[config.mk]
export PLATFORM = sky130hd
export DESIGN_NAME = aop_output_path
export DESIGN_NICKNAME = d
export VERILOG_FILES = /design/src/logic/aop_pkg.sv /design/src/logic/aop_pattern_gen.sv /design/src/logic/aop_output_path.sv
export VERILOG_INCLUDE_DIRS = /design/src /design/src/logic
export SDC_FILE = /design/constraint.sdc
export NUM_CORES = 1
export LEC_CHECK = 0
export ABC_AREA = 1
export BUFFER_PORTS_ARGS = -buffer_cell sky130_fd_sc_hd__buf_2
export CAP_MARGIN = 20
export CORE_UTILIZATION = 40
export DETAILED_ROUTE_END_ITERATION = 6
export GPL_TIMING_DRIVEN = 0
export PLACE_DENSITY = 0.65
export SYNTH_ARGS = -nofsm -noshare
export SYNTH_HDL_FRONTEND = slang
export SYNTH_SLANG_ARGS = --single-unit
[constraint.sdc]
create_clock -name clk -period 5 [get_ports clk]
set_input_delay 0.5 -clock clk [delete_from_list [all_inputs] [get_ports clk]]
set_output_delay 0.5 -clock clk [all_outputs]
set_load 0.03 [all_outputs]
[src/logic/aop_regs.svh]
// register offsets, field positions, reset values and timing counts
// for the output path configuration bank; definitions only
`ifndef AOP_REGS_SVH
`define AOP_REGS_SVH

// spi frame layout
`define AOP_FRAME_BITS 5'd24
`define AOP_ADDR_BITS 5'd8
`define AOP_SYNC_STAGES 2

// base bank registers that gate access to this bank
`define AOP_OFS_BASE_CTRL 8'h00
`define AOP_OFS_BANK_SEL 8'h03
`define AOP_BASE_RD_ON_BIT 1
`define AOP_BANK_SEL_RST 8'h02
`define AOP_BANK_SEL_THIS 8'h02

// output path bank offsets
`define AOP_OFS_FMT_AVG 8'h0d
`define AOP_OFS_SLEW 8'h10
`define AOP_OFS_LANE_SCR 8'h12
`define AOP_OFS_A_PAT_CTRL 8'h13
`define AOP_OFS_A_PAT_ZERO_LO 8'h14
`define AOP_OFS_A_PAT_SHARED 8'h15
`define AOP_OFS_A_PAT_ONE_HI 8'h16
`define AOP_OFS_B_PAT_CTRL 8'h18
`define AOP_OFS_B_PAT_ZERO_LO 8'h19
`define AOP_OFS_B_PAT_SHARED 8'h1a
`define AOP_OFS_B_PAT_ONE_HI 8'h1b
`define AOP_OFS_GAIN_CAL 8'h33
`define AOP_OFS_COMPANION 8'hc5

// reset values
`define AOP_FMT_AVG_RST 16'h2002
`define AOP_LANE_SCR_RST 16'h0002
`define AOP_ZERO_RST 16'h0000

// field positions
`define AOP_FMT_BIT 13
`define AOP_TRIM_HI 9
`define AOP_TRIM_LO 8
`define AOP_GCAL1_BIT 7
`define AOP_AVG_ON_BIT 6
`define AOP_DEPTH_HI 5
`define AOP_DEPTH_LO 2
`define AOP_FAST_SLEW_BIT 0
`define AOP_COMPANION_BIT 13
`define AOP_SCR_BIT 3
`define AOP_LANE_HI 2
`define AOP_LANE_LO 0
`define AOP_LANE_SINGLE_BIT 2
`define AOP_LANE_WIDE_BIT 1
`define AOP_INC_HI 7
`define AOP_INC_LO 4
`define AOP_PSEL_HI 3
`define AOP_PSEL_LO 2
`define AOP_PON_BIT 1
`define AOP_GCAL3_BIT 13
`define AOP_GCAL2_BIT 6

// averaging and scrambler
`define AOP_DEPTH_MAX 4'd3
`define AOP_PRBS_SEED 15'h7fff
`define AOP_NARROW_MASK 24'h0fffff

`endif

[src/logic/aop_pkg.sv]
// shared types for the output path configuration block
package aop_pkg;
    // per-channel test pattern choice, in field code order
    typedef enum logic [1:0] {
        AOP_PAT_ZERO,
        AOP_PAT_ZERO_TOO,
        AOP_PAT_RAMP,
        AOP_PAT_ALT
    } aop_pat_sel_t;
endpackage : aop_pkg

[src/logic/aop_pattern_gen.sv]
// per-channel digital test pattern generator
// assumes sample_en is a one-cycle pulse on clk, one per output sample
`timescale 1ns/100ps
`include "aop_regs.svh"

module aop_pattern_gen import aop_pkg::*; #(
    parameter int WORD_W = 24
) (
    input wire logic clk,
    input wire logic rst_b,
    input wire logic sample_en,
    input wire logic pattern_on,
    input wire aop_pat_sel_t pattern_sel,
    input wire logic [3:0] ramp_inc,
    input wire logic [WORD_W-1:0] pattern_zero,
    input wire logic [WORD_W-1:0] pattern_one,
    input wire logic wide_word,
    output logic [WORD_W-1:0] pattern_word
);
    if (WORD_W != 24) begin : g_width_check
        $error("pattern words are 24 bits");
    end

    logic [WORD_W-1:0] ramp;
    logic alt_phase;
    logic [WORD_W-1:0] ramp_mask;
    logic [WORD_W-1:0] next_ramp;

    assign ramp_mask = wide_word ? {WORD_W{1'b1}} : `AOP_NARROW_MASK;
    // [RQ9] [RQ18] step of inc plus one, wrapped to word width
    assign next_ramp = (ramp + WORD_W'({ramp_inc} + 5'd1)) & ramp_mask;

    // [RQ18] ramp restarts whenever the pattern is off
    always_ff @(posedge clk or negedge rst_b) begin
        if (!rst_b) begin
            ramp <= '0;
        end else if (!pattern_on) begin
            ramp <= '0;
        end else if (sample_en) begin
            ramp <= next_ramp;
        end
    end

    // alternate phase also restarts while the pattern is off
    always_ff @(posedge clk or negedge rst_b) begin
        if (!rst_b) begin
            alt_phase <= 1'b0;
        end else if (!pattern_on) begin
            alt_phase <= 1'b0;
        end else if (sample_en) begin
            alt_phase <= ~alt_phase;
        end
    end

    // [RQ10] pattern selection, codes 0 and 1 both fixed zero
    always_comb begin
        unique case (pattern_sel)
            AOP_PAT_ZERO, AOP_PAT_ZERO_TOO: pattern_word = pattern_zero;
            AOP_PAT_RAMP: pattern_word = ramp;
            AOP_PAT_ALT: pattern_word = alt_phase ? pattern_one : pattern_zero;
        endcase
    end

    chk_ramp_step: assert property (@(posedge clk) disable iff (!rst_b) // [RQ9]
        (pattern_on && $past(pattern_on) && $past(sample_en))
        |-> ramp == (($past(ramp) + WORD_W'({$past(ramp_inc)} + 5'd1)) & $past(ramp_mask)))
        else $error("ramp did not advance by increment plus one");

    chk_ramp_restart: assert property (@(posedge clk) disable iff (!rst_b) // [RQ18]
        $rose(pattern_on) |-> ramp == '0)
        else $error("ramp did not restart at zero");

    chk_alt_swap: assert property (@(posedge clk) disable iff (!rst_b) // [RQ10]
        (pattern_on && sample_en && pattern_sel == AOP_PAT_ALT && !alt_phase)
        ##1 (pattern_on && pattern_sel == AOP_PAT_ALT) |-> pattern_word == pattern_one)
        else $error("alternate pattern did not swap to pattern one");
endmodule : aop_pattern_gen

[src/logic/aop_output_path.sv]
// output path configuration bank: spi register access, averaging,
// coding, scrambling, test patterns and lane selection
// assumes spi pins are asynchronous to clk; sample inputs are on clk
//
// Function
// [RQ1] bit 13 picks straight binary at 0, two's complement at 1; resets 1.
// [RQ2] bit 6 turns sample averaging on; resets off.
// [RQ3] depth code 0..3 averages 2, 4, 8 or 16 samples.
// [RQ4] three gain calibration enables, each global for all channels.
// [RQ5] host should set latency trim to binary 11 on the fastest part.
// [RQ6] slew bit 0 picks fast slew, paired with a companion enable.
// [RQ7] scramble bit XORs every result bit with the prbs bit.
// [RQ8] lane code picks own or shared lane and 20 or 24 bits.
// [RQ9] ramp advances by increment field plus one every sample.
// [RQ10] mode 0,1 fixed zero; 2 ramp; 3 alternates zero and one.
// [RQ11] pattern enable swaps the result for the channel pattern.
// [RQ12] pattern zero: low 16 bits own register, top 8 in shared.
// [RQ13] pattern one: low 8 bits in shared, top 16 in next register.
// [RQ14] channel b has identical independent pattern registers from 18h.
// [RQ15] host keeps reserved fields at reset values on writes.
// [RQ16] host selects bank code 2 in the base bank first.
// [RQ17] each access is a 24-bit frame: 8 address bits, 16 data.
// [RQ18] ramp wraps at word width and restarts when re-enabled.
`timescale 1ns/100ps
`include "aop_regs.svh"

module aop_output_path import aop_pkg::*; #(
    parameter int RES_W = 18,
    parameter int WORD_W = 24
) (
    input wire logic clk,
    input wire logic rst_b,
    input wire logic cs_b,
    input wire logic sclk,
    input wire logic sdi,
    output logic sdo,
    output logic sdo_oe_b,
    input wire logic sample_valid,
    input wire logic [RES_W-1:0] chan_a_result,
    input wire logic [RES_W-1:0] chan_b_result,
    output logic out_valid,
    output logic [WORD_W-1:0] lane_a_out,
    output logic [WORD_W-1:0] lane_b_out,
    output logic single_lane,
    output logic wide_word,
    output logic [1:0] latency_trim,
    output logic gain_cal_on_first,
    output logic gain_cal_on_second,
    output logic gain_cal_on_third,
    output logic fast_slew_sel,
    output logic fast_slew_companion_on
);
    if (RES_W != 18 || WORD_W != 24) begin : g_size_check
        $error("path sized for 18-bit results, 24-bit words");
    end

    localparam int ACC_W = RES_W + 5;

    // registers
    logic [15:0] format_average_ctrl, slew_ctrl, lane_scramble_ctrl, gain_cal_enables;
    logic [15:0] pat_ctrl [2];
    logic [15:0] pat_zero_low [2];
    logic [15:0] pat_shared [2];
    logic [15:0] pat_one_high [2];
    logic [15:0] companion_reg;
    logic [7:0] bank_sel;
    logic read_on;

    // spi pin synchronisers, two stages before any logic
    logic [`AOP_SYNC_STAGES-1:0] cs_sync, sclk_sync, sdi_sync;
    always_ff @(posedge clk or negedge rst_b) begin
        if (!rst_b) begin
            cs_sync <= '1;
            sclk_sync <= '0;
            sdi_sync <= '0;
        end else begin
            cs_sync <= {cs_sync[0], cs_b};
            sclk_sync <= {sclk_sync[0], sclk};
            sdi_sync <= {sdi_sync[0], sdi};
        end
    end

    logic sclk_prev;
    logic sclk_rise, sclk_fall, frame_on;
    always_ff @(posedge clk or negedge rst_b) begin
        if (!rst_b) sclk_prev <= 1'b0;
        else sclk_prev <= sclk_sync[1];
    end
    assign frame_on = !cs_sync[1];
    assign sclk_rise = frame_on && sclk_sync[1] && !sclk_prev;
    assign sclk_fall = frame_on && !sclk_sync[1] && sclk_prev;

    // [RQ17] 24-bit frame: address byte then 16 data bits, msb first
    logic [4:0] bit_cnt;
    logic [23:0] shift_in;
    logic [23:0] next_shift_in;
    logic frame_done;
    assign next_shift_in = {shift_in[22:0], sdi_sync[1]};
    assign frame_done = sclk_rise && bit_cnt == `AOP_FRAME_BITS - 5'd1;
    always_ff @(posedge clk or negedge rst_b) begin
        if (!rst_b) begin
            bit_cnt <= '0;
            shift_in <= '0;
        end else if (!frame_on) begin
            bit_cnt <= '0;
        end else if (sclk_rise) begin
            shift_in <= next_shift_in;
            bit_cnt <= frame_done ? 5'd0 : bit_cnt + 5'd1;
        end
    end

    logic [7:0] wr_addr;
    logic [15:0] wr_data;
    logic bank_hit, wr_en;
    assign wr_addr = next_shift_in[23:16];
    assign wr_data = next_shift_in[15:0];
    assign bank_hit = bank_sel == `AOP_BANK_SEL_THIS;
    // base control word is always writable so reads can be switched off
    assign wr_en = frame_done && (!read_on || wr_addr == `AOP_OFS_BASE_CTRL);

    // base bank gate registers
    always_ff @(posedge clk or negedge rst_b) begin
        if (!rst_b) begin
            read_on <= 1'b0;
            bank_sel <= `AOP_BANK_SEL_RST;
        end else if (wr_en && wr_addr == `AOP_OFS_BASE_CTRL) begin
            read_on <= wr_data[`AOP_BASE_RD_ON_BIT];
        end else if (wr_en && wr_addr == `AOP_OFS_BANK_SEL) begin
            bank_sel <= wr_data[7:0];
        end
    end

    // [RQ12] [RQ13] [RQ14] register writes, both channels alike
    always_ff @(posedge clk or negedge rst_b) begin
        if (!rst_b) begin
            format_average_ctrl <= `AOP_FMT_AVG_RST;
            slew_ctrl <= `AOP_ZERO_RST;
            lane_scramble_ctrl <= `AOP_LANE_SCR_RST;
            gain_cal_enables <= `AOP_ZERO_RST;
            companion_reg <= `AOP_ZERO_RST;
            pat_ctrl <= '{default: `AOP_ZERO_RST};
            pat_zero_low <= '{default: `AOP_ZERO_RST};
            pat_shared <= '{default: `AOP_ZERO_RST};
            pat_one_high <= '{default: `AOP_ZERO_RST};
        end else if (wr_en && bank_hit) begin
            case (wr_addr)
                `AOP_OFS_FMT_AVG: format_average_ctrl <= wr_data;
                `AOP_OFS_SLEW: slew_ctrl <= wr_data;
                `AOP_OFS_LANE_SCR: lane_scramble_ctrl <= wr_data;
                `AOP_OFS_GAIN_CAL: gain_cal_enables <= wr_data;
                `AOP_OFS_COMPANION: companion_reg <= wr_data;
                `AOP_OFS_A_PAT_CTRL: pat_ctrl[0] <= wr_data;
                `AOP_OFS_A_PAT_ZERO_LO: pat_zero_low[0] <= wr_data;
                `AOP_OFS_A_PAT_SHARED: pat_shared[0] <= wr_data;
                `AOP_OFS_A_PAT_ONE_HI: pat_one_high[0] <= wr_data;
                `AOP_OFS_B_PAT_CTRL: pat_ctrl[1] <= wr_data;
                `AOP_OFS_B_PAT_ZERO_LO: pat_zero_low[1] <= wr_data;
                `AOP_OFS_B_PAT_SHARED: pat_shared[1] <= wr_data;
                `AOP_OFS_B_PAT_ONE_HI: pat_one_high[1] <= wr_data;
                default: ;
            endcase
        end
    end

    // readback word; unmapped offsets and other banks read zero
    function automatic logic [15:0] read_word(input logic [7:0] a);
        logic [15:0] w;
        w = '0;
        case (a)
            `AOP_OFS_FMT_AVG: w = format_average_ctrl;
            `AOP_OFS_SLEW: w = slew_ctrl;
            `AOP_OFS_LANE_SCR: w = lane_scramble_ctrl;
            `AOP_OFS_GAIN_CAL: w = gain_cal_enables;
            `AOP_OFS_COMPANION: w = companion_reg;
            `AOP_OFS_A_PAT_CTRL: w = pat_ctrl[0];
            `AOP_OFS_A_PAT_ZERO_LO: w = pat_zero_low[0];
            `AOP_OFS_A_PAT_SHARED: w = pat_shared[0];
            `AOP_OFS_A_PAT_ONE_HI: w = pat_one_high[0];
            `AOP_OFS_B_PAT_CTRL: w = pat_ctrl[1];
            `AOP_OFS_B_PAT_ZERO_LO: w = pat_zero_low[1];
            `AOP_OFS_B_PAT_SHARED: w = pat_shared[1];
            `AOP_OFS_B_PAT_ONE_HI: w = pat_one_high[1];
            default: w = '0;
        endcase
        return w;
    endfunction : read_word

    // read data loads after the address byte and leaves on falling sclk
    logic [15:0] shift_out;
    logic addr_done;
    assign addr_done = sclk_rise && bit_cnt == `AOP_ADDR_BITS - 5'd1;
    always_ff @(posedge clk or negedge rst_b) begin
        if (!rst_b) begin
            shift_out <= '0;
            sdo <= 1'b0;
        end else if (addr_done) begin
            shift_out <= bank_hit ? read_word(next_shift_in[7:0]) : 16'h0000;
        end else if (sclk_fall && bit_cnt >= `AOP_ADDR_BITS) begin
            sdo <= shift_out[15];
            shift_out <= {shift_out[14:0], 1'b0};
        end
    end
    assign sdo_oe_b = !(frame_on && read_on);

    // control fields steering the path
    logic fmt_twos, avg_on, scr_on;
    logic [3:0] depth;
    assign fmt_twos = format_average_ctrl[`AOP_FMT_BIT];
    assign avg_on = format_average_ctrl[`AOP_AVG_ON_BIT];
    assign depth = format_average_ctrl[`AOP_DEPTH_HI:`AOP_DEPTH_LO];
    assign scr_on = lane_scramble_ctrl[`AOP_SCR_BIT];
    // [RQ8] lane code bit 2 shares lane a, bit 1 widens to 24 bits
    assign single_lane = lane_scramble_ctrl[`AOP_LANE_SINGLE_BIT];
    assign wide_word = lane_scramble_ctrl[`AOP_LANE_WIDE_BIT];
    assign latency_trim = format_average_ctrl[`AOP_TRIM_HI:`AOP_TRIM_LO];
    // [RQ4] gain calibration enables drive the calibration engine directly
    assign gain_cal_on_first = format_average_ctrl[`AOP_GCAL1_BIT];
    assign gain_cal_on_second = gain_cal_enables[`AOP_GCAL2_BIT];
    assign gain_cal_on_third = gain_cal_enables[`AOP_GCAL3_BIT];
    // [RQ6] fast slew select with its companion enable
    assign fast_slew_sel = slew_ctrl[`AOP_FAST_SLEW_BIT];
    assign fast_slew_companion_on = companion_reg[`AOP_COMPANION_BIT];

    // [RQ2] [RQ3] averaging over 2 to the (depth+1) samples
    logic [3:0] shift_n;
    logic [4:0] avg_cnt, avg_last;
    logic signed [ACC_W-1:0] acc [2];
    logic [RES_W-1:0] avg_out [2];
    logic avg_valid;
    logic [RES_W-1:0] raw [2];
    assign raw[0] = chan_a_result;
    assign raw[1] = chan_b_result;
    // depth codes above the table clamp to the deepest setting
    assign shift_n = ((depth > `AOP_DEPTH_MAX) ? `AOP_DEPTH_MAX : depth) + 4'd1;
    assign avg_last = 5'((5'd1 << shift_n) - 5'd1);
    always_ff @(posedge clk or negedge rst_b) begin
        if (!rst_b) begin
            avg_cnt <= '0;
            acc <= '{default: '0};
            avg_out <= '{default: '0};
            avg_valid <= 1'b0;
        end else begin
            avg_valid <= 1'b0;
            if (!avg_on) begin
                avg_cnt <= '0;
                acc <= '{default: '0};
                if (sample_valid) begin
                    avg_out <= raw;
                    avg_valid <= 1'b1;
                end
            end else if (sample_valid) begin
                for (int c = 0; c < 2; c++) begin
                    if (avg_cnt == avg_last) begin
                        avg_out[c] <= RES_W'((acc[c] + ACC_W'(signed'(raw[c]))) >>> shift_n);
                        acc[c] <= '0;
                    end else begin
                        acc[c] <= acc[c] + ACC_W'(signed'(raw[c]));
                    end
                end
                avg_valid <= avg_cnt == avg_last;
                avg_cnt <= (avg_cnt == avg_last) ? 5'd0 : avg_cnt + 5'd1;
            end
        end
    end

    // scrambler sequence, one step per output sample
    logic [14:0] prbs;
    always_ff @(posedge clk or negedge rst_b) begin
        if (!rst_b) prbs <= `AOP_PRBS_SEED;
        else if (avg_valid) prbs <= {prbs[13:0], prbs[14] ^ prbs[13]};
    end

    // per-channel patterns share one generator design
    logic [WORD_W-1:0] pat_word [2];
    logic [WORD_W-1:0] next_word [2];
    for (genvar c = 0; c < 2; c++) begin : g_chan
        logic [RES_W-1:0] coded;
        logic [WORD_W-1:0] result_word;
        // [RQ1] straight binary flips the sign bit of the twos value
        assign coded = (fmt_twos ? avg_out[c] : {~avg_out[c][RES_W-1], avg_out[c][RES_W-2:0]})
            ^ {RES_W{scr_on & prbs[14]}}; // [RQ7] all 18 result bits XOR with prbs bit, padding untouched
        // result sits msb-aligned in the 20 or 24 bit word
        assign result_word = wide_word ? {coded, 6'h00} : {4'h0, coded, 2'h0};
        // [RQ11] pattern enable overrides the conversion result
        assign next_word[c] = pat_ctrl[c][`AOP_PON_BIT] ? pat_word[c] : result_word;
        aop_pattern_gen #(.WORD_W(WORD_W)) u_pat (
            .clk(clk),
            .rst_b(rst_b),
            .sample_en(avg_valid),
            .pattern_on(pat_ctrl[c][`AOP_PON_BIT]),
            .pattern_sel(aop_pat_sel_t'(pat_ctrl[c][`AOP_PSEL_HI:`AOP_PSEL_LO])),
            .ramp_inc(pat_ctrl[c][`AOP_INC_HI:`AOP_INC_LO]),
            .pattern_zero({pat_shared[c][7:0], pat_zero_low[c]}),
            .pattern_one({pat_one_high[c], pat_shared[c][15:8]}),
            .wide_word(wide_word),
            .pattern_word(pat_word[c])
        );
    end

    // output words register on each finished sample
    always_ff @(posedge clk or negedge rst_b) begin
        if (!rst_b) begin
            lane_a_out <= '0;
            lane_b_out <= '0;
            out_valid <= 1'b0;
        end else begin
            out_valid <= avg_valid;
            if (avg_valid) begin
                lane_a_out <= next_word[0];
                lane_b_out <= next_word[1];
            end
        end
    end

    chk_write_lands: assert property (@(posedge clk) disable iff (!rst_b) // [RQ17]
        (wr_en && bank_hit && wr_addr == `AOP_OFS_LANE_SCR) |=> lane_scramble_ctrl == $past(wr_data))
        else $error("lane register did not take the written word");

    chk_avg_count: assert property (@(posedge clk) disable iff (!rst_b) // [RQ3]
        (avg_on && depth == 4'd1 && sample_valid)
        |=> avg_valid == $past(avg_cnt == 5'd3))
        else $error("averaging of four samples did not complete");

    chk_avg_pass: assert property (@(posedge clk) disable iff (!rst_b) // [RQ2]
        (!avg_on && sample_valid) |=> avg_valid && avg_out[0] == $past(chan_a_result))
        else $error("result not passed through with averaging off");

    chk_pat_override: assert property (@(posedge clk) disable iff (!rst_b) // [RQ11]
        (avg_valid && pat_ctrl[1][`AOP_PON_BIT]) |=> out_valid && lane_b_out == $past(pat_word[1]))
        else $error("channel b pattern did not replace the result");

    chk_coding_sel: assert property (@(posedge clk) disable iff (!rst_b) // [RQ1]
        (avg_valid && !pat_ctrl[0][`AOP_PON_BIT] && wide_word && !scr_on && !fmt_twos)
        |=> lane_a_out[WORD_W-1] == !$past(avg_out[0][RES_W-1]))
        else $error("straight binary did not flip the sign bit");

    chk_scramble: assert property (@(posedge clk) disable iff (!rst_b) // [RQ7]
        (avg_valid && !pat_ctrl[0][`AOP_PON_BIT] && wide_word && fmt_twos && scr_on)
        |=> lane_a_out[WORD_W-1:WORD_W-RES_W] == ($past(avg_out[0]) ^ {RES_W{$past(prbs[14])}}))
        else $error("scrambled word does not match prbs bit");
endmodule : aop_output_path

# Word-level counts from Yosys, hierarchy flattened
# Cells that the tools add are included.
[classes] reduce_logical=42 bitwise_logic=13 eq_ne=41 mul=0 n_addsub=10 mux=42 magnitude_cmp=2 shift=3 div=0
[ops] operator="24-bit 2-to-1 mux" n=11
[ops] operator="16-bit case mux with 13 select lines" n=1
[ops] operator="8-bit by 5-bit == test with 1-bit output, second input constant" n=20
[ops] operator="24-bit case mux with 3 select lines" n=2
[ops] operator="36-bit 2-to-1 mux" n=3
[ops] operator="46-bit 2-to-1 mux" n=2
[ops] operator="18-bit 2-to-1 mux" n=4
[ops] operator="24-bit adder" n=2
[ops] operator="24-bit AND" n=2
[ops] operator="16-bit 2-to-1 mux" n=3
[ops] operator="23-bit by 18-bit adder with 23-bit output" n=2
[ops] operator="23-bit 2-to-1 mux" n=2
[ops] operator="23-bit by 4-bit >>> shifter with 18-bit output" n=2
[ops] operator="18-bit XOR" n=2
[ops] operator="2-bit AND reduction" n=17
[ops] operator="5-bit 2-to-1 mux" n=6
[ops] operator="8-bit by 2-bit == test with 1-bit output, second input constant" n=2
[ops] operator="8-bit by 4-bit == test with 1-bit output, second input constant" n=2
[ops] operator="8-bit by 6-bit == test with 1-bit output, second input constant" n=2
[ops] operator="8-bit == test, second input constant" n=2
[ops] operator="1-bit logical AND" n=12
[ops] operator="4-bit by 1-bit adder with 5-bit output, second input constant" n=2
[ops] operator="5-bit by 1-bit adder with 5-bit output, second input constant" n=2
[ops] operator="2-bit == test, second input constant" n=4
[ops] operator="other kinds (22)" n=44
[totals] wordCells=190 latchBits=0 mem_count=0 romBits=0 output_inout_bits=60 input_bits=42 ram_bits=0 ff_bits=471

# Longest topological paths before layout
[depth] depth_word=9 ltp_mapped=20 ltp_nobuf=18

# Modules after synthesis
# A second synthesis with hierarchy kept.
[unflattened] cells_unflattened=3868 hier_area_um2=28218.3
[by_module_without_submodules] module="aop_output_path" seq_area_each_um2=10561.4 area_per_inst_um2=23451.2 instances=1 cells_per_inst=3102
[by_module_without_submodules] module="aop_pattern_gen" seq_area_each_um2=625.6 area_per_inst_um2=2383.5 instances=2 cells_per_inst=383

# Least setup slack after synthesis
# OpenSTA, ideal clock, no wires.
[synth_path] path_type="register -> register" from="reg format_average_ctrl[4]" to="reg acc[28] (netlist name)" arrival_time_ns=2.962 setup_time_ns=0.132 n_path_buf=4 synth_period_minus_slack_ns=3.094 slack_ns=1.906 stages_incl_launch_ff=20 required_time_ns=4.868 path_cell_list="dfrtp_1 -> inv_1 -> nand3_1 -> buf_1 -> buf_2 -> ha_1 -> buf_4 -> inv_4 -> nand2_1 -> ha_1 -> xnor2_1 -> a31oi_1 -> nand2_1 -> nor3_1 -> nand3_1 -> nand2_2 -> inv_2 -> nand2_1 -> buf_2 -> o21ai_0"
[synth_via] elab_chain_cells=9
[synth_rtl] item="start, declared" line="aop_output_path.sv:60" source="logic [15:0] format_average_ctrl, slew_ctrl, lane_scramble_ctrl, gain_cal_enables;"
[synth_rtl] item="start signal, assigned" line="aop_output_path.sv:136" source="format_average_ctrl <= `AOP_FMT_AVG_RST;"
[synth_rtl] item="start signal, assigned" line="aop_output_path.sv:147" source="`AOP_OFS_FMT_AVG: format_average_ctrl <= wr_data;"
[synth_rtl] item="4-bit by 2-bit > comparator with 1-bit output (no line)"
[synth_rtl] item="4-bit 2-to-1 mux *" line="aop_output_path.sv:234" source="assign shift_n = ((depth > `AOP_DEPTH_MAX) ? `AOP_DEPTH_MAX : depth) + 4'd1;"
[synth_rtl] item="4-bit by 1-bit adder with 4-bit output *" line="aop_output_path.sv:234"
[synth_rtl] item="1-bit by 4-bit left shift with 5-bit output *" line="aop_output_path.sv:235" source="assign avg_last = 5'((5'd1 << shift_n) - 5'd1);"
[synth_rtl] item="5-bit by 1-bit subtractor with 5-bit output *" line="aop_output_path.sv:235"
[synth_rtl] item="5-bit == test *" line="aop_output_path.sv:253" source="if (avg_cnt == avg_last) begin"
[synth_rtl] item="23-bit 2-to-1 mux *" line="aop_output_path.sv:253"
[synth_rtl] item="46-bit 2-to-1 mux *" line="aop_output_path.sv:251" source="end else if (sample_valid) begin"
[synth_rtl] item="46-bit 2-to-1 mux *" line="aop_output_path.sv:244" source="if (!avg_on) begin"
[synth_rtl] item="end signal, assigned by index" line="aop_output_path.sv:257" source="acc[c] <= acc[c] + ACC_W'(signed'(raw[c]));"
[synth_rtl] item="end, declared" line="aop_output_path.sv:227" source="logic signed [ACC_W-1:0] acc [2];"
# Every way passes the cells marked *; elsewhere a longest branch is shown, timed or not. The select of a mux whose other input is x is not followed.
# A chain may end at the register's enable or synchronous reset.

# Final worst setup path
[layout_path] from="reg format_average_ctrl[4]" to="reg acc[36] (netlist name)"
# Same word-level chain as after synthesis.

==> results_dict.tcl <==
set metrics [dict create \
    cp_cell_sequence "inv_1 > nand3_1 > buf_1 > buf_2 > ha_1 > buf_4 > inv_4 > nand2_1 > ha_1 > xnor2_1 > a31oi_1 > nand2_1 > nor3_1 > nand3_1 > nand2_2 > inv_2 > nand2_1 > clkbuf_2 > o21ai_0" \
    dp.cells 4662 \
    post_cts_buffers 0 \
    intPower_mw 6.69 \
    clk_latency_ps 640 \
    crit_slowest_cell "buf_1" \
    crit_required_ps 5490 \
    grt_max_degree 113 \
    reg2reg_to "acc[36]$_DFFE_PN0P_" \
    rows 96 \
    num_vias 27200 \
    slew_headroom_pct 25.7 \
    synth_area_sq_um 27800 \
    hold_violations 0 \
    die_height_um 266 \
    critPathKind "reg2reg" \
    hp-class "in2reg" \
    netlist_top_cells_area "dfrtp_1, nand2_1, nand3_1" \
    routed_wl_um 105000 \
    synthDistinctLibCells 64 \
    port_buffers 101 \
    worst_ep_arrival_time_ps 5060 \
    synth_nets 3736 \
    switching_share_pct 27.4 \
    routed_via_density 5.70 \
    worst_slack_ps 435 \
    finalSetupViolCount 0 \
    cp_common_cell "nand2_1" \
    p_clk_share_pct 47.2 \
    largest_register_ffs 48 \
    initial_core_util_pct 40.4 \
    period_share_pct 91.3 \
    cts.sinks 471 \
    antenna_found_initial 3 \
    crit_path_end "acc[36]$_DFFE_PN0P_" \
    r2r_start "format_average_ctrl[4]$_DFFE_PN0P_" \
    ys_seq_elements 471 \
    combPwrFrac_pct 9.5 \
    antenna_cells 0 \
    max_freq_mhz 219 \
    ant_nets 0 \
    outcome "complete, no violations" \
    final_nets 3903 \
    rsz0062_at_grt "no" \
    maxCapViolCount 0 \
    top_regs "g_chan.u_pat.ramp: 48 flops, acc: 46 flops, avg_out: 36 flops" \
    regMostFlops "g_chan.u_pat.ramp" \
    clock_skew_ps 25.6 \
    synth.most_common_cell "nand2_1" \
    post_cts_resized 0 \
    power.switching_mw 2.52 \
    fillers 6979 \
    grtUsageTotal_pct 29.4 \
    synth_common_cells "nand2_1, dfrtp_1, inv_1" \
    ff2ff_setup_slack_ps 430 \
    cts_root_buf "clkbuf_16" \
    tightest_slew_ps 1110 \
    power_density_nw_per_um2 292 \
    h-tree-depth 2 \
    drv_slew 0 \
    drc 0 \
    seq_area_frac_synth_pct 42.5 \
    drive_gt1_share_pct 10.5 \
    area_delta_synth_final_pct 13.5 \
    synthArstFlopShare_pct 100 \
    seq_power_share_pct 43.2 \
    place_congestion 1.02 \
    path_max_fanout 12 \
    synth_cells 3626 \
    final.min_clock_period_ps 4570 \
    peakVddDrop_mv 0.253 \
    yosysTopAreaCellShare_pct 40.5 \
    dpl_worst_slack_ps 582 \
    clk_pin_slew_worst_paths_ps 60 \
    grt_first_pass_wirelength_um 157000 \
    power.leakage_nw 14.3 \
    rr_worst_depth 19 \
    dp_hpwl_um 79500 \
    dr.pass1.iters 6 \
    synth_edf_count 0 \
    grt_overflow_total 0 \
    design.core.area_sq_um 68700 \
    cts_buffer_depth 3 \
    die-area_sq_um 70500 \
    drtIter0Drc 3415 \
    routedWlPerCell_um 21.9 \
    grt_pass1_vias 24900 \
    startpoint_type "flip-flop" \
    fp.dieW_um 266 \
    slowest_delay_ps 650 \
    yosysTopAreaCell "dfrtp_1" \
    cts_tree "done" \
    setup.worst_path.start "format_average_ctrl[4]$_DFFE_PN0P_" \
    synthFlopType "dfrtp_1" \
    cts_made_buffers 55 \
    fin_cells 4766 \
    end_kind "flip-flop" \
    syn_area_per_cell_sq_um 7.66 \
    ios 102 \
    yosysWarnings 0 \
]
## repair_timing
| item | 4_1_cts | 5_1_grt |
|---|---|---|
| hold buffers | 4 | 0 |
| hold endpoints to repair | 49 | 0 |
| setup endpoints to repair | 0 | 0 |
## worst min path at each step
stage               cells past startpoint  slack, ps                   start                      to
floorplan                               0        200                   rst_b      acc[0]$_DFFE_PN0P_
global placement                        0        330   sdi_sync[0]$_DFF_PN0_   sdi_sync[1]$_DFF_PN0_
detailed placement                      0        340  sclk_sync[0]$_DFF_PN0_  sclk_sync[1]$_DFF_PN0_
CTS                                     3        170            sample_valid      acc[0]$_DFFE_PN0P_
global route                            3        200            sample_valid      acc[0]$_DFFE_PN0P_
finish                                  3        200            sample_valid      acc[0]$_DFFE_PN0P_
## logic make-up (layout without fill, tap and decap cells)
family          Yosys count  count (layout)  synth area share (%)
compound gates          833             833                  18.2
xor+xnor                 76              76                  2.40
fa+ha+maj                68              68                  3.17
buf+inv                 550             759                  8.52
flops                   471             471                  42.5
mux                       5               5                 0.185
simple gates           1623            1623                  25.0
## cell usage in the layout, fill, tap and decap left out, types with 44 or more instances in the layout
master	n
a21oi_1	187
buf_2	125
clkbuf_1	108
clkbuf_16	55
dfrtp_1	450
ha_1	64
inv_1	350
nand2_1	1051
nand3_1	287
nor2_1	164
o211ai_1	44
o21ai_0	240
o21ai_1	112
o21ai_2	70
o22ai_1	48
xor2_1	55
## worst max-delay path: cells and delay by family (launching register included)
family	cells	cell delay, ps
compound gates	2	300
fa+ha+maj	2	480
buf+inv	7	1870
xor+xnor	1	130
flops	1	370
simple gates	7	1260
## metal layers
| metal | global-route usage (%) | part of all wire, % |
|---|---|---|
| met1 | 44.8 | 45 |
| met2 | 40.2 | 40 |
| met4 | 11.7 | 4.3 |
| met5 | 0 | 0.014 |
| met3 | 5.63 | 10 |
## power groups by stage
stage	Combinational (mW)	Clock, mW	Sequential (mW)
after global placement	0.838	0	4.05
after detailed placement	0.852	0	4.05
after CTS	0.858	4.38	3.98
after floorplan	0.389	0	4.09
final	0.877	4.35	3.98
after global routing	0.936	4.54	3.99
## area by class of cell
type                    instances  area [sq um]  area share, %
well taps                     931          1160           3.69
clock buffers                  74          1510           4.78
plain buffers                 181           980           3.11
inverters                     369          1390           4.40
multi-input cells            2605         13600           43.1
repair buffers                110           677           2.15
flip-flops and latches        471         11800           37.5
clock inverters                25           402           1.27
## stage by stage
step	total power [mW]	hold WS [ps]	cell area, sq um	utilization, %	TNS [ps]
after floorplan	4.48	204	27800	-	0
after global placement	4.89	334	29400	42.9	-2997490
after detailed placement	4.90	339	29600	43.0	0
after CTS	9.22	170	31500	45.9	0
after global routing	9.46	203	31500	45.9	0
final	9.21	195	31500	45.9	0
Power figures use the tool's default switching activity.
